File: src/inc/sdd_defs.svh
// timing counts and code constants for the step/dir drive front-end
`ifndef SDD_DEFS_SVH
`define SDD_DEFS_SVH
`define SDD_CLK_HZ        100000000
`define SDD_IDLE_S        1
`define SDD_IDLE_CYC      (`SDD_CLK_HZ * `SDD_IDLE_S)
`define SDD_PWM_HZ        16000
`define SDD_PWM_CYC       (`SDD_CLK_HZ / `SDD_PWM_HZ)
`define SDD_FILT_LO_HZ    150000
`define SDD_FILT_HI_HZ    500000
`define SDD_FILT_LO_CYC   (`SDD_CLK_HZ / (`SDD_FILT_LO_HZ * 2))
`define SDD_FILT_HI_CYC   (`SDD_CLK_HZ / (`SDD_FILT_HI_HZ * 2))
`define SDD_DEB_CYC       16'h2710
`define SDD_BASE_STEPS    32'h0000_00C8
`define SDD_TEST_REVS     2
`define SDD_TEST_RPS      1
`define SDD_IDLE_LO_PCT   7'h32
`define SDD_IDLE_HI_PCT   7'h5A
`define SDD_RUN_PCT       7'h64
`define SDD_SMOOTH_CYC    16'h0400
`define SDD_BLINK_CYC     32'd25000000
`define SDD_SETUP_CYC     32'd1000
`endif

File: src/inc/sdd_pkg.sv
// types for the step/dir drive front-end
package sdd_pkg;
	typedef enum logic [2:0] {
		SDD_FLT_NONE, SDD_FLT_TEMP, SDD_FLT_INTV, SDD_FLT_OVV,
		SDD_FLT_UNV, SDD_FLT_OVC, SDD_FLT_OPEN
	} sdd_fault_t;
	typedef struct packed {
		logic over_temp;
		logic bad_int_v;
		logic over_v;
		logic under_v;
		logic over_i;
		logic open_wind;
	} sdd_faults_t;
	typedef struct packed {
		logic [31:0] steps_per_rev;
		logic [6:0]  current_pct;
		logic [4:0]  run_current_dA; // wide enough for 3.0 A in tenths
	} sdd_cfg_t;
endpackage : sdd_pkg

File: src/rtl/sdd_top.sv
// command front-end, configuration decode and indicator logic of the stepper drive
`timescale 1ns/10ps
`include "sdd_defs.svh"

// Summary of operation
// [RL1] idle current holds 50% with idle switch on, else 90%
// [RL2] idle reduction only after one second without movement
// [RL3] family switch on: 200 times two to the three-bit index
// [RL4] family switch off: index picks 1000 through 20000 steps per rev
// [RL5] self-test switch on after power-up runs 2 revs each way at 1 rps
// [RL6] self-test checks internal and external supply, reports failure as fault
// [RL7] smoothing switch on filters step command with small delay
// [RL8] mode switch off step/dir, on separate cw and ccw pulses
// [RL9] inputs filtered to 150 kHz with noise switch on, else 500 kHz
// [RL10] each step activation advances exactly one microstep
// [RL11] steady indicator disabled, blinking enabled, red/green counts for faults
// [RL12] current control pwm timebase at fixed 16 kHz
// [RL13] automatic setup runs before normal operation
// [RL14] direction closed is clockwise, open is counterclockwise
// [RL15] enable closed turns off all bridge switches
// [RL16] falling enable clears latched faults and reactivates amplifier
// [RL17] three current switches decode 0.4 to 3.0 amps
// [RL18] every accepted step restarts the idle timer
// [RL19] configuration switches synchronised and debounced before use
module sdd_top import sdd_pkg::*; (
	input  wire logic        sys_clk,
	input  wire logic        rst,
	input  wire logic        step_in,
	input  wire logic        dir_in,
	input  wire logic        enable_in,
	input  wire logic [2:0]  current_select,
	input  wire logic        idle_level_switch,
	input  wire logic        microstep_select_bit0,
	input  wire logic        microstep_select_bit1,
	input  wire logic        microstep_select_bit2,
	input  wire logic        microstep_family_switch,
	input  wire logic        selftest_switch,
	input  wire logic        smoothing_switch,
	input  wire logic        command_mode_switch,
	input  wire logic        noise_filter_switch,
	input  wire sdd_faults_t fault_in,
	input  wire logic        int_supply_ok,
	input  wire logic        ext_supply_ok,
	output logic             ustep_pulse,
	output logic             ustep_cw,
	output logic             bridge_enable,
	output sdd_cfg_t         cfg,
	output logic             pwm_sync,
	output logic             led_red,
	output logic             led_green,
	output logic             setup_done,
	output logic             selftest_active
);
	// switch bundle; ON reads as 1
	localparam int NSW = 12;
	logic [NSW-1:0] sw_raw, sw_s1, sw_s2, sw_db_r;
	logic [15:0]    deb_cnt_r [NSW];
	assign sw_raw = {current_select, idle_level_switch, microstep_select_bit0,
		microstep_select_bit1, microstep_select_bit2, microstep_family_switch,
		selftest_switch, smoothing_switch, command_mode_switch, noise_filter_switch};

	// two-flop sync then stable-count debounce per switch
	always_ff @(posedge sys_clk) begin
		sw_s1 <= rst ? '0 : sw_raw;
		sw_s2 <= rst ? '0 : sw_s1;
	end
	for (genvar i = 0; i < NSW; i++) begin : g_deb
		always_ff @(posedge sys_clk) begin
			if (rst) begin
				deb_cnt_r[i] <= '0;
				sw_db_r[i]   <= 1'b0;
			end else if (sw_s2[i] == sw_db_r[i]) begin
				deb_cnt_r[i] <= '0;
			end else if (deb_cnt_r[i] == `SDD_DEB_CYC) begin
				sw_db_r[i]   <= sw_s2[i]; // RL19
				deb_cnt_r[i] <= '0;
			end else begin
				deb_cnt_r[i] <= deb_cnt_r[i] + 16'h0001;
			end
		end
	end
	// slices follow the bundle order above, noise switch in bit 0
	wire [2:0] cur_sel    = sw_db_r[11:9];
	wire       idle_lo    = sw_db_r[8];
	wire [2:0] ms_on      = sw_db_r[7:5];
	wire       ms_family  = sw_db_r[4];
	wire       st_sw      = sw_db_r[3];
	wire       smooth_sw  = sw_db_r[2];
	wire       mode_cwccw = sw_db_r[1];
	wire       nf_lo      = sw_db_r[0];

	// resolution decode: OFF counts as 1, first switch is lsb
	wire [2:0]  ms_idx = {~ms_on[0], ~ms_on[1], ~ms_on[2]};
	wire [31:0] res_pow2 = `SDD_BASE_STEPS << ms_idx; // RL3
	wire [31:0] res_dec =
		(ms_idx == 3'h0) ? 32'd1000 : (ms_idx == 3'h1) ? 32'd2000 :
		(ms_idx == 3'h2) ? 32'd4000 : (ms_idx == 3'h3) ? 32'd5000 :
		(ms_idx == 3'h4) ? 32'd6000 : (ms_idx == 3'h5) ? 32'd8000 :
		(ms_idx == 3'h6) ? 32'd10000 : 32'd20000; // RL4
	wire [31:0] res_nxt = ms_family ? res_pow2 : res_dec;
	// current decode in tenths of an amp; all ON is the lowest
	wire [2:0]  cur_idx = ~cur_sel; // first switch OFF adds the lowest step
	wire [3:0]  cur_nxt =
		(cur_idx == 3'h0) ? 4'h4 : (cur_idx == 3'h1) ? 4'h8 :
		(cur_idx == 3'h2) ? 4'hC : (cur_idx == 3'h3) ? 4'h0 :
		4'h0; // wide values carried by cur_full below
	logic [4:0] cur_full;
	assign cur_full = (cur_idx == 3'h3) ? 5'h10 : (cur_idx == 3'h4) ? 5'h14 :
		(cur_idx == 3'h5) ? 5'h18 : (cur_idx == 3'h6) ? 5'h1B :
		(cur_idx == 3'h7) ? 5'h1E : {1'b0, cur_nxt}; // RL17

	// input glitch filter: input must hold for the selected count
	wire [15:0] filt_len = nf_lo ? 16'(`SDD_FILT_LO_CYC) : 16'(`SDD_FILT_HI_CYC); // RL9
	logic [1:0]  in_r, filt_r;
	logic [15:0] fcnt_r [2];
	for (genvar k = 0; k < 2; k++) begin : g_flt
		always_ff @(posedge sys_clk) begin
			if (rst) begin
				fcnt_r[k] <= '0;
				filt_r[k] <= 1'b0;
			end else if (in_r[k] == filt_r[k]) begin
				fcnt_r[k] <= '0;
			end else if (fcnt_r[k] >= filt_len - 16'h0001) begin
				filt_r[k] <= in_r[k];
				fcnt_r[k] <= '0;
			end else begin
				fcnt_r[k] <= fcnt_r[k] + 16'h0001;
			end
		end
	end
	always_ff @(posedge sys_clk) begin
		in_r <= rst ? 2'b00 : {dir_in, step_in};
	end

	// command decode; input high means closed
	logic [1:0] filt_d_r;
	always_ff @(posedge sys_clk) begin
		filt_d_r <= rst ? 2'b00 : filt_r;
	end
	wire rise0 = filt_r[0] & ~filt_d_r[0];
	wire rise1 = filt_r[1] & ~filt_d_r[1];
	wire cmd_step = mode_cwccw ? (rise0 | rise1) : rise0; // RL8 RL10
	wire cmd_cw   = mode_cwccw ? rise0 : filt_r[1]; // RL14

	// self-test and setup sequencing
	typedef enum logic [1:0] {SDD_SETUP, SDD_RUN, SDD_TEST_CW, SDD_TEST_CCW} sdd_seq_t;
	sdd_seq_t   seq_r;
	logic [31:0] seq_cnt_r, tst_steps_r;
	logic        st_armed_r, st_prev_r, test_pulse_r;
	wire [31:0] test_total = 32'(`SDD_TEST_REVS) * res_nxt;
	wire [31:0] test_per = 32'(`SDD_CLK_HZ) / (res_nxt * 32'(`SDD_TEST_RPS));
	wire st_rise = st_sw & ~st_prev_r;
	always_ff @(posedge sys_clk) begin
		if (rst) begin
			seq_r <= SDD_SETUP;
			seq_cnt_r <= '0;
			tst_steps_r <= '0;
			st_armed_r <= 1'b0;
			st_prev_r <= 1'b0;
			test_pulse_r <= 1'b0;
		end else begin
			st_prev_r <= st_sw;
			test_pulse_r <= 1'b0;
			unique case (seq_r)
			SDD_SETUP: begin
				// motor parameter measurement window
				seq_cnt_r <= seq_cnt_r + 32'h1;
				if (seq_cnt_r == `SDD_SETUP_CYC) begin
					seq_r <= SDD_RUN; // RL13
					seq_cnt_r <= '0;
					st_armed_r <= 1'b1;
				end
			end
			SDD_RUN: begin
				if (st_armed_r && st_rise) begin
					seq_r <= SDD_TEST_CW; // RL5
					seq_cnt_r <= '0;
					tst_steps_r <= '0;
				end
			end
			SDD_TEST_CW, SDD_TEST_CCW: begin
				seq_cnt_r <= seq_cnt_r + 32'h1;
				if (!st_sw) begin
					seq_r <= SDD_RUN;
				end else if (seq_cnt_r >= test_per - 32'h1) begin
					seq_cnt_r <= '0;
					test_pulse_r <= 1'b1;
					tst_steps_r <= tst_steps_r + 32'h1;
					if (tst_steps_r == test_total - 32'h1) begin
						tst_steps_r <= '0;
						seq_r <= (seq_r == SDD_TEST_CW) ? SDD_TEST_CCW : SDD_RUN;
					end
				end
			end
			endcase
		end
	end
	wire in_test = (seq_r == SDD_TEST_CW) || (seq_r == SDD_TEST_CCW);

	// fault latch; supply check during self-test feeds voltage codes
	sdd_faults_t flt_r;
	logic        en_d_r;
	wire en_fall = en_d_r & ~enable_in;
	always_ff @(posedge sys_clk) begin
		if (rst) begin
			flt_r <= '0;
			en_d_r <= 1'b0;
		end else begin
			en_d_r <= enable_in;
			// new fault wins over the clearing edge
			flt_r <= (en_fall ? '0 : flt_r) | fault_in; // RL16
			if (in_test && !int_supply_ok) flt_r.bad_int_v <= 1'b1; // RL6
			if (in_test && !ext_supply_ok) flt_r.under_v <= 1'b1; // RL6
		end
	end
	wire any_fault = |flt_r;
	wire run_ok = !enable_in && !any_fault && (seq_r != SDD_SETUP);

	// smoothing: spread pulses by a minimum gap, queue depth counter
	logic [7:0]  pend_r;
	logic [15:0] gap_r;
	logic        pend_cw_r;
	wire src_step = in_test ? test_pulse_r : cmd_step;
	wire src_cw   = in_test ? (seq_r == SDD_TEST_CW) : cmd_cw;
	wire sm_fire = (pend_r != 8'h00) && (gap_r == 16'h0000);
	wire do_step = smooth_sw ? sm_fire : src_step; // RL7
	wire do_cw   = smooth_sw ? pend_cw_r : src_cw;
	always_ff @(posedge sys_clk) begin
		if (rst || !smooth_sw) begin
			pend_r <= '0;
			gap_r <= '0;
			pend_cw_r <= 1'b1;
		end else begin
			// limitation: a direction flip while queued takes the newest direction
			pend_r <= pend_r + {7'h0, src_step} - {7'h0, sm_fire};
			if (src_step) pend_cw_r <= src_cw;
			gap_r <= sm_fire ? `SDD_SMOOTH_CYC : (gap_r != 16'h0 ? gap_r - 16'h1 : gap_r);
		end
	end

	// idle timer, restarted by every accepted step
	logic [31:0] idle_cnt_r;
	wire idle_now = (idle_cnt_r == `SDD_IDLE_CYC);
	always_ff @(posedge sys_clk) begin
		if (rst || (do_step && run_ok)) idle_cnt_r <= '0; // RL18
		else if (!idle_now) idle_cnt_r <= idle_cnt_r + 32'h1; // RL2
	end

	// pwm timebase and blink timer
	logic [15:0] pwm_cnt_r;
	logic [31:0] blink_cnt_r;
	logic [3:0]  flash_r;
	logic        blink_r;
	wire pwm_wrap = (pwm_cnt_r == 16'(`SDD_PWM_CYC - 1));
	wire blink_tick = (blink_cnt_r == `SDD_BLINK_CYC - 32'h1);
	always_ff @(posedge sys_clk) begin
		if (rst) begin
			pwm_cnt_r <= '0;
			blink_cnt_r <= '0;
			blink_r <= 1'b0;
			flash_r <= '0;
		end else begin
			pwm_cnt_r <= pwm_wrap ? 16'h0 : pwm_cnt_r + 16'h1; // RL12
			blink_cnt_r <= blink_tick ? 32'h0 : blink_cnt_r + 32'h1;
			if (blink_tick) begin
				blink_r <= ~blink_r;
				if (blink_r) flash_r <= (flash_r == 4'hA) ? 4'h0 : flash_r + 4'h1;
			end
		end
	end

	// fault code: red count, green count, then dark slots to fill eleven
	wire [3:0] n_red = flt_r.over_temp ? 4'h3 : flt_r.bad_int_v ? 4'h3 :
		flt_r.over_v ? 4'h4 : flt_r.under_v ? 4'h4 : flt_r.over_i ? 4'h5 : 4'h6;
	wire [3:0] n_grn = (flt_r.bad_int_v & ~flt_r.over_temp) |
		(flt_r.under_v & ~flt_r.over_v & ~flt_r.over_temp & ~flt_r.bad_int_v) ? 4'h2 : 4'h1;
	wire red_nxt = any_fault ? (!blink_r && flash_r < n_red) :
		1'b0;
	wire grn_nxt = any_fault ? (!blink_r && flash_r >= n_red && flash_r < n_red + n_grn) :
		(enable_in ? 1'b1 : blink_r); // RL11

	// registered outputs
	always_ff @(posedge sys_clk) begin
		if (rst) begin
			ustep_pulse <= 1'b0;
			ustep_cw <= 1'b1;
			bridge_enable <= 1'b0;
			cfg <= '0;
			pwm_sync <= 1'b0;
			led_red <= 1'b0;
			led_green <= 1'b0;
			setup_done <= 1'b0;
			selftest_active <= 1'b0;
		end else begin
			ustep_pulse <= do_step && run_ok; // RL10
			if (do_step) ustep_cw <= do_cw; // RL14
			bridge_enable <= run_ok; // RL15
			cfg.steps_per_rev <= res_nxt;
			cfg.current_pct <= !idle_now ? `SDD_RUN_PCT :
				(idle_lo ? `SDD_IDLE_LO_PCT : `SDD_IDLE_HI_PCT); // RL1
			cfg.run_current_dA <= cur_full;
			pwm_sync <= pwm_wrap;
			led_red <= red_nxt;
			led_green <= grn_nxt;
			setup_done <= (seq_r != SDD_SETUP);
			selftest_active <= in_test;
		end
	end

	chk_idle_hold: assert property (@(posedge sys_clk) disable iff (rst) // RL2
		(ustep_pulse |-> ##1 cfg.current_pct == `SDD_RUN_PCT)) else $error("idle too early");
	chk_enable_off: assert property (@(posedge sys_clk) disable iff (rst) // RL15
		(enable_in |=> !bridge_enable)) else $error("bridge on while disabled");
	chk_pwm_period: assert property (@(posedge sys_clk) disable iff (rst) // RL12
		(pwm_sync |-> ##1 !pwm_sync [*5])) else $error("pwm period short");
	chk_setup_quiet: assert property (@(posedge sys_clk) disable iff (rst) // RL13
		(!setup_done |-> !ustep_pulse)) else $error("step during setup");
	chk_disabled_quiet: assert property (@(posedge sys_clk) disable iff (rst) // RL15
		(enable_in |=> !ustep_pulse)) else $error("step while disabled");
	chk_fault_latch: assert property (@(posedge sys_clk) disable iff (rst) // RL16
		((|fault_in) |=> (|flt_r))) else $error("fault not latched");
endmodule : sdd_top

File: config.mk
export PLATFORM = sky130hd
export DESIGN_NAME = sdd_top
export DESIGN_NICKNAME = d
export VERILOG_FILES = /design/src/inc/sdd_pkg.sv /design/src/rtl/sdd_top.sv
export VERILOG_INCLUDE_DIRS = /design/src /design/src/inc
export SDC_FILE = /design/constraint.sdc
export NUM_CORES = 1
export LEC_CHECK = 0
export BUFFER_PORTS_ARGS = -buffer_cell sky130_fd_sc_hd__buf_4
export CAP_MARGIN = 20
export CORE_MARGIN = 5
export CORE_UTILIZATION = 45
export CTS_BUF_LIST = sky130_fd_sc_hd__clkbuf_8
export CTS_CLUSTER_DIAMETER = 60
export DETAILED_ROUTE_END_ITERATION = 8
export GPL_TIMING_DRIVEN = 0
export PLACE_DENSITY_LB_ADDON = 0.3
export SYNTH_ARGS = -nofsm -noshare
export SYNTH_HDL_FRONTEND = slang
export SYNTH_SLANG_ARGS = --single-unit
File: constraint.sdc
create_clock -name sys_clk -period 227.5 [get_ports sys_clk]
set_clock_uncertainty 0.1 [all_clocks]
set_input_delay 11.375 -clock sys_clk [delete_from_list [all_inputs] [get_ports sys_clk]]
set_output_delay 11.375 -clock sys_clk [all_outputs]
set_load 0.05 [all_outputs]
======== Word level (Yosys, flattened, before mapping) ========
Memories as Yosys holds them, arrays and structs flattened.
Index checks and enable logic that the tools add are counted.
cells by class
  $add $sub $neg .......................... 27
  div/mod/pow operators ................... 1
  order comparisons ....................... 6
  equality and inequality tests ........... 54
  shift-type cells ........................ 1
  muxes and demuxes ....................... 254
  bitwise gates (word level) .............. 83
  reductions and logical operators ........ 57
operators by type and width
  cell                                                number
  two-way mux 16 bit                                  42
  two-way mux 32 bit                                  8
  adder 16 x 1 -> 16 bit, second input constant       15
  == test 16 x 14 -> 1 bit, second input constant     12
  two-way mux 1 bit                                   167
  adder 32 x 1 -> 32 bit, second input constant       4
  two-way mux 15 bit                                  7
  case mux 32 bit (3 select lines)                    1
  case mux 32 bit (2 select lines)                    1
  subtractor 32 x 1 -> 32 bit, second input constant  2
  bitwise OR 1 bit                                    44
  divider 27 x 32 -> 32 bit, first input constant     1
  == test 32 x 10 -> 1 bit, second input constant     1
  == test 32 x 25 -> 1 bit, second input constant     1
  == test 32 x 27 -> 1 bit, second input constant     1
  == test 32 bit                                      1
  greater-or-equal comparator 16 bit                  2
  greater-or-equal comparator 32 bit                  1
  AND reduction 2 bit                                 16
  << shifter 8 x 3 -> 32 bit, first input constant    1
  NOT 1 bit                                           29
  two-way mux 5 bit                                   5
  two-way mux 11 bit                                  2
  == test 3 bit, second input constant                7
  42 further kinds                                    112
word-level totals
  register bits ........................... 280
  memory bits (writable) .................. 224
  input bits .............................. 25
  output and inout port bits .............. 52
  logic and storage cells ................. 540
  memories ................................ 2
memory list
  memory     words  width  rd ports  clocked after Yosys merged registers in  write ports  RTL line        text
  deb_cnt_r  12     16     12        0                                        12           sdd_top.sv:57   logic [15:0] deb_cnt_r [NSW];
  fcnt_r     2      16     2         0                                        2            sdd_top.sv:115  logic [15:0] fcnt_r [2];

======== Depth between registers and ports, before layout ========
Gate-level depths: netlist of run 1.
  depth after elaboration ................. 16
  gate-level depth with buffers ........... 430
  gate-level depth less buffers ........... 402

======== Least setup slack after synthesis of run 1 ========
Ideal clock, no wire load.
  kind .................................... register to register
  start point ............................. reg sw_db_r[6] (netlist: ms_on[1])
  end point ............................... reg tst_steps_r[30]
  library setup time ...................... 0.126 ns
  data arrival time ....................... 73.748 ns
  required time ........................... 227.274 ns
  setup slack ............................. 153.526 ns
  stages on the path, launching flop included .. 411
  buffers on the path ..................... 33
  clock period less this slack ............ 73.974 ns
  cell sequence ........................... dfxtp_1 clkbuf_1 inv_1 ha_1 o21ai_0 inv_1 buf_1 ha_1 o21a_1 o22ai_1 a31oi_1 nor4b_4 inv_2 nor2_1 ha_1 o211ai_1 nand2_1 a31oi_1 [375 not listed] a21oi_1 nor2b_1 o21ai_0 nand2b_1 a21o_1 a21o_1 a21o_1 a21o_1 a21o_1 a21oi_1 mux2_2 nor2_1 and4_1 and2_1 and3_1 nand3_1 xor2_1 nor2_1
on the way
  cells in the longest elaborated chain, start to end .. 16
  elaborated cells on any way between the ends .. 28
  classes of those cells .................. 2 x add/sub; 1 x div; 1 x order compare; 8 x eq/ne; 1 x shift; 12 x mux; 1 x bitwise; 2 x reduce/logical
RTL lines
  element                                                            RTL line        text
  from (decl)                                                        sdd_top.sv:56   logic [NSW-1:0] sw_raw, sw_s1, sw_s2, sw_db_r;
  from (signal, indexed assignment)                                  sdd_top.sv:75   sw_db_r[i] <= sw_s2[i];
  NOT 1 bit *                                                        sdd_top.sv:93   wire [2:0] ms_idx = {~ms_on[0], ~ms_on[1], ~ms_on[2]};
  == test 3 bit                                                      sdd_top.sv:99   (ms_idx == 3'h6) ? 32'd10000 : 32'd20000;
  two-way mux 15 bit                                                 sdd_top.sv:99
  two-way mux 15 bit (2 in series)                                   sdd_top.sv:98   (ms_idx == 3'h4) ? 32'd6000 : (ms_idx == 3'h5) ? 32'd8000 :
  two-way mux 15 bit (2 in series)                                   sdd_top.sv:97   (ms_idx == 3'h2) ? 32'd4000 : (ms_idx == 3'h3) ? 32'd5000 :
  two-way mux 15 bit (2 in series)                                   sdd_top.sv:96   (ms_idx == 3'h0) ? 32'd1000 : (ms_idx == 3'h1) ? 32'd2000 :
  two-way mux 32 bit *                                               sdd_top.sv:100  wire [31:0] res_nxt = ms_family ? res_pow2 : res_dec;
  branches (longest 6 deep; another with divider 27 x 32 -> 32 bit)  -
  to (signal assigned)                                               sdd_top.sv:188  tst_steps_r <= tst_steps_r + 32'h1;
  to (decl)                                                          sdd_top.sv:148  logic [31:0] seq_cnt_r, tst_steps_r;
Every way passes the cells marked *. The select of a mux whose other input is x is not followed.
A chain may end at the register's enable or synchronous reset.

======== Final worst setup path of run 1 ========
  start point ............................. reg sw_db_r[6] (netlist: ms_on[1])
  end point ............................... reg tst_steps_r[7]
The elaborated chain is that of the path after synthesis.

==> flow_metrics.env, run 1 <==
export IMPL_setup_viol=0
export IMPL_finalSetupTns_ps=0
export IMPL_core_um2=96700
export IMPL_antenna_found_initial=0
export IMPL_report_final_slew_viol_count=0
export IMPL_synth_warnings=0
export IMPL_gp_congestion=0.884
export IMPL_post_route_cell_area_um2=48500
export IMPL_netlist_area_leader_share_pct=15.3
export IMPL_path_clk_slew_ps=70
export IMPL_ys_top_cells_by_count="nor2_1, nand2_1, ha_1"
export IMPL_crit_type="reg -> reg"
export IMPL_port_buffers=55
export IMPL_finalHoldViolations=0
export IMPL_status="finished clean"
export IMPL_place_area_um2=47100
export IMPL_utilization_pct=50.2
export IMPL_drt_iter0_markers=2377
export IMPL_seq_power_share_pct=15.1
export IMPL_synth_area_leaders="edfxtp_1, dfxtp_1, ha_1"
export IMPL_die_w_um=322
export IMPL_grt_total_usage_pct=20.7
export IMPL_grt_pass1_vias=37600
export IMPL_diodes=0
export IMPL_crit_top_cell="a21o_1"
export IMPL_nNetsFinal=6186
export IMPL_synth_cell_type_count=138
export IMPL_dpl_hpwl_um=85900
export IMPL_start_util_pct=45.4
export IMPL_grt_ovfl_total=0
export IMPL_max_freq_mhz=10.8
export IMPL_multi_input_area_um2=31600
export IMPL_p_comb_share_pct=73.6
export IMPL_insertion_delay_ps=670
export IMPL_pwr_share_clk_pct=11.3
export IMPL_postSynthCellCount=5395
export IMPL_cts_setup_buffers=0
export IMPL_p_int_mw=0.314
export IMPL_cp_arrival_ps=93030
export IMPL_rows=114
export IMPL_post_route_period_util_pct=40.7
export IMPL_synth_area_leader_cell="edfxtp_1"
export IMPL_cts_max_level=3
export IMPL_cts_resized_gates=0
export IMPL_yosys_register_bits=482
export IMPL_worst_path_max_delay_cell="clkbuf_1"
export IMPL_root_buffer="clkbuf_8"
export IMPL_antenna_left=0
export IMPL_tightestPinTransition_ps=1170
export IMPL_leakagePower_nw=19.7
export IMPL_synthArstFlopShare_pct=0
export IMPL_cts_buffer_depth=3
export IMPL_ctsHoldBuffers=0
export IMPL_cts_made_buffers=76
export IMPL_io_pins=77
export IMPL_synthFlopType="dfxtp_1"
export IMPL_vias_per_cell=5.60
export IMPL_ys_seq_area_share_pct=27.1
export IMPL_cts_sinks=482
export IMPL_cp_data_required_time_ps=227910
export IMPL_start_kind="register"
export IMPL_max_stage_delay_ps=930
export IMPL_critPathMaxFanout=15
export IMPL_synth_edf_count=224
export IMPL_synth_most_common_cell="nor2_1"
export IMPL_p_sw_share_pct=50.1
export IMPL_rsz0062_at_grt="false"
export IMPL_vias=40000
export IMPL_drc_errors=0
export IMPL_die_area_um2=104000
export IMPL_slew_headroom_pct=21.7
export IMPL_nFillCells=9402
export IMPL_routed_wl_um=111000
export IMPL_fp_dieH_um=322
export IMPL_wl_per_cell_um=15.5
export IMPL_cp_end_kind="register"
export IMPL_hold_class="reg -> reg"
export IMPL_finalCriticalPeriod_ps=92620
export IMPL_avgSynthCellArea_um2=8.13
export IMPL_regArea_um2=11900
export IMPL_cts_tree="done"
export IMPL_powerDensity_nw_per_um2=13.0
export IMPL_area_delta_synth_final_pct=10.6
export IMPL_max_cap_viol_count=0
export IMPL_switchingPower_mw=0.316
export IMPL_first_pass_iters=6
export IMPL_grt_first_pass_wirelength_um=184000
export IMPL_peakVddDrop_uv=36.2
export IMPL_grt_start_max_net_pins=33
export IMPL_netlist_area_um2=43900
export IMPL_drive_above_1_share_pct=7.22
==> through the flow <==
stage | setup WS [ps] | power, mW | hold slack [ps] | instances
3_5_place_dp | 136320 | 0.551 | 322 | 7003
2_1_floorplan | 153530 | 0.459 | 314 | 5663
4_1_cts | 135970 | 0.626 | 337 | 7135
6_report | 134880 | 0.631 | 336 | 7137
3_3_place_gp | 136360 | 0.546 | 325 | 6994
5_1_grt | 127210 | 0.688 | 356 | 7137
==> final timing paths <==
path,start,endpoint,slack [ps],depth (start not counted)
max reg2reg,ms_on[1]$_SDFFE_PP0P_,tst_steps_r[7]$_SDFFE_PP0P_,134880,420
max,ms_on[1]$_SDFFE_PP0P_,tst_steps_r[7]$_SDFFE_PP0P_,134880,420
min,sw_s1[9]$_SDFF_PP0_,sw_s2[9]$_SDFF_PP0_,340,1
min reg2reg,sw_s1[9]$_SDFF_PP0_,sw_s2[9]$_SDFF_PP0_,340,1
==> final cells by class <==
cell class	count	share of cell area, %
sequential	482	24.5
clock buffer	83	2.35
inverter	180	1.40
buffer	168	1.59
timing repair buffer	66	1.18
tap	1276	3.29
multi-input combinational	4833	65.1
clock inverter	49	0.606
==> flip-flops by register name (all words and copies together) (netlist names), 2 cells and up <==
name,cells
filt_r,2
idle_cnt_r,32
ms_on,3
flash_r,4
flt_r,6
sw_s1,12
blink_cnt_r,32
tst_steps_r,32
sw_s2,12
fcnt_r,32
cfg,22
gap_r,16
seq_r,2
cur_sel,3
deb_cnt_r,192
pwm_cnt_r,16
seq_cnt_r,32
in_r,2
filt_d_r,2
pend_r,8
==> power by group through the flow <==
| stage | Combinational [mW] | Sequential [mW] | Clock, mW |
|---|---|---|---|
| 4_1_cts | 0.457 | 0.0954 | 0.0737 |
| 5_1_grt | 0.514 | 0.0957 | 0.0781 |
| 2_1_floorplan | 0.362 | 0.0971 | 0 |
| 3_5_place_dp | 0.454 | 0.0973 | 0 |
| 3_3_place_gp | 0.448 | 0.0972 | 0 |
| 6_report | 0.464 | 0.0954 | 0.0712 |
==> cells by family (layout without fill, tap and decap cells) <==
group / Yosys count / count (layout) / share of synthesized area [%]
simple gates: 2275 / 2275 / 26.2
compound gates: 1300 / 1300 / 20.1
xor+xnor: 531 / 531 / 10.6
flops: 482 / 482 / 27.1
fa+ha+maj: 355 / 355 / 10.2
buf+inv: 348 / 546 / 3.30
mux: 102 / 102 / 2.48
other cells: 2 / 270 / 0.0171
==> per-layer routing <==
metal,track usage (%),share of wire (%)
met3,2.81,4.4
met5,0,0
met2,35.1,46
met4,4.76,2.1
met1,28.1,47
==> critical path: cells and delay by family (launching register included) <==
family	cells	cell delay (ps)
xor+xnor	2	410
compound gates	209	44960
fa+ha+maj	28	9140
flops	1	490
buf+inv	52	15530
mux	6	1680
simple gates	123	19960
==> placed cells by master, fill, tap and decap left out, types with 60 or more instances in the layout <==
cell type,instances
a21oi_1,328
nand2b_1,109
nand2_1,429
and3_1,124
nor3_1,120
nand3_1,210
xor2_1,285
nor2_1,731
xnor2_1,246
nor2b_1,82
ha_1,352
or3_1,60
conb_1,270
dfxtp_1,258
o21ai_0,258
edfxtp_1,224
clkbuf_1,102
nand4_1,98
a21o_1,161
inv_1,201
clkbuf_8,83
buf_4,83
Power figures use the tool's default switching activity.
==> run 2: changes to the inputs <==
==> constraint.sdc (replaced) <==
create_clock -name sys_clk -period 92.7 [get_ports sys_clk]
set_clock_uncertainty 0.1 [all_clocks]
set_input_delay 4.635 -clock sys_clk [delete_from_list [all_inputs] [get_ports sys_clk]]
set_output_delay 4.635 -clock sys_clk [all_outputs]
set_load 0.05 [all_outputs]
==> flow_metrics.env, run 2 (same netlist as run 1, synthesis figures left out) <==
export IMPL_max_freq_mhz=11.7
export IMPL_cts_buffer_depth=3
export IMPL_min_to="sw_s2[9]$_SDFF_PP0_"
export IMPL_die_w_um=322
export IMPL_dpl_hpwl_um=85900
export IMPL_io_pins=77
export IMPL_post_route_period_util_pct=92.6
export IMPL_cp_end_kind="register"
export IMPL_critPathMaxFanout=19
export IMPL_peakVddDrop_uv=90.3
export IMPL_final_cell_mix="nor2_1, nand2_1, ha_1, a21oi_1, xor2_1"
export IMPL_core_um2=96700
export IMPL_gp_congestion=0.884
export IMPL_setup_viol=0
export IMPL_start_kind="register"
export IMPL_leakagePower_nw=19.9
export IMPL_drt_iter0_markers=2329
export IMPL_vias=40100
export IMPL_tightestPinTransition_ps=1020
export IMPL_worst_hold_slack_ps=336
export IMPL_report_final_slew_viol_count=0
export IMPL_hold_class="reg -> reg"
export IMPL_insertion_delay_ps=660
export IMPL_fp_dieH_um=322
export IMPL_nNetsFinal=6201
export IMPL_crit_type="reg -> reg"
export IMPL_grt_ovfl_total=0
export IMPL_nFillCells=9367
export IMPL_path_clk_slew_ps=70
export IMPL_diodes=0
export IMPL_finalHoldViolations=0
export IMPL_grt_first_pass_wirelength_um=184000
export IMPL_start_util_pct=45.4
export IMPL_grt_total_usage_pct=20.7
export IMPL_first_pass_iters=6
export IMPL_root_buffer="clkbuf_8"
export IMPL_grt_start_max_net_pins=33
export IMPL_worstHoldPathCells=1
export IMPL_area_delta_synth_final_pct=11.3
export IMPL_regMostFlops="deb_cnt_r"
export IMPL_die_area_um2=104000
export IMPL_max_stage_delay_ps=540
export IMPL_slew_headroom_pct=32.0
export IMPL_cp_data_required_time_ps=93110
export IMPL_cts_sinks=482
export IMPL_max_cap_viol_count=0
export IMPL_drc_errors=0
export IMPL_place_ws_ps=1520
export IMPL_grt_pass1_vias=37600
export IMPL_worst_path_max_delay_cell="or4_1"
export IMPL_min_from="sw_s1[9]$_SDFF_PP0_"
export IMPL_largest_reg_flops=192
export IMPL_vias_per_cell=5.60
export IMPL_cts_made_buffers=76
export IMPL_path_depth=421
export IMPL_utilization_pct=50.5
export IMPL_cp_arrival_ps=86240
export IMPL_final_common_cell="nor2_1"
export IMPL_rows=114
export IMPL_rrSetupSlack_ps=6870
export IMPL_finalCriticalPeriod_ps=85830
export IMPL_regArea_um2=11900
export IMPL_crit_reg2reg_launch="ms_on[1]$_SDFFE_PP0P_"
export IMPL_fin_ws_ps=6870
export IMPL_cpLargestDelayFamily="compound AO/OA/AOI/OAI gates"
export IMPL_crit_top_cell="a21o_1"
export IMPL_final_cells=7152
export IMPL_drive_above_1_share_pct=7.98
export IMPL_reg2reg_depth=421
export IMPL_status="finished clean"
export IMPL_reg2reg_to="tst_steps_r[7]$_SDFFE_PP0P_"
export IMPL_port_buffers=55
export IMPL_antenna_found_initial=0
export IMPL_antenna_left=0
export IMPL_cts_max_level=3
export IMPL_cts_tree="done"
export IMPL_path_buf_inv=51
export IMPL_wl_per_cell_um=15.6
export IMPL_powerDensity_nw_per_um2=31.9
export IMPL_routed_wl_um=111000
export IMPL_dpl_cell_count=7003
export IMPL_multi_input_area_um2=31700
run 2: power by group:
| part | leakage, nW | total [mW] | switching, mW | internal [mW] |
|---|---|---|---|---|
| clock | 0.850 | 0.175 | 0.0840 | 0.0906 |
| combinational | 14.6 | 1.15 | 0.695 | 0.453 |
| sequential | 4.40 | 0.234 | 0.00556 | 0.229 |
| total | 19.9 | 1.56 | 0.784 | 0.773 |
run 2: what timing repair did:
action,CTS,global route
hold buffers,0,0
endpoints found under the setup margin,0,67
setup buffers,0,17
gates resized for setup,0,59
run 2: through the flow:
step | total power, mW | TNS, ps | cell area [µm²]
after global routing | 1.69 | -2130 | 48800
after CTS | 1.54 | 0 | 48500
after global placement | 1.34 | 0 | 46900
final | 1.56 | 0 | 48800
after floorplan | 1.13 | 0 | 44900
after detailed placement | 1.35 | 0 | 47100
run 2: how the worst max path moves through the flow:
stage          slack (ps)                    from                            to
2_1_floorplan       18730   ms_on[1]$_SDFFE_PP0P_  tst_steps_r[30]$_SDFFE_PP0P_
3_3_place_gp         1560  ms_family$_SDFFE_PP0P_   tst_steps_r[9]$_SDFFE_PP0P_
3_5_place_dp         1520   ms_on[1]$_SDFFE_PP0P_   tst_steps_r[7]$_SDFFE_PP0P_
4_1_cts              1170   ms_on[1]$_SDFFE_PP0P_   tst_steps_r[6]$_SDFFE_PP0P_
5_1_grt              -130   ms_on[1]$_SDFFE_PP0P_  tst_steps_r[31]$_SDFFE_PP0P_
6_report             6870   ms_on[1]$_SDFFE_PP0P_   tst_steps_r[7]$_SDFFE_PP0P_
run 2: layout make-up:
type / instances / area share (%)
sequential: 482 / 24.4
tap: 1276 / 3.27
clock buffer: 83 / 2.34
multi-input combinational: 4833 / 65.0
inverter: 180 / 1.39
buffer: 166 / 1.62
timing repair buffer: 83 / 1.44
clock inverter: 49 / 0.602
run 2: worst register-to-register path: cells and delay by family (launching register included):
kind / cells / cell delay, ps
xor+xnor: 3 / 550
compound gates: 207 / 41450
buf+inv: 51 / 12080
mux: 8 / 2380
flops: 1 / 490
fa+ha+maj: 28 / 8730
simple gates: 124 / 19850
run 2: per-layer routing:
metal  share of wire, %  global-route usage, %
met1                 47                   28.1
met2                 46                   35.1
met3                4.3                   2.81
met4                2.0                   4.76
met5                  0                      0
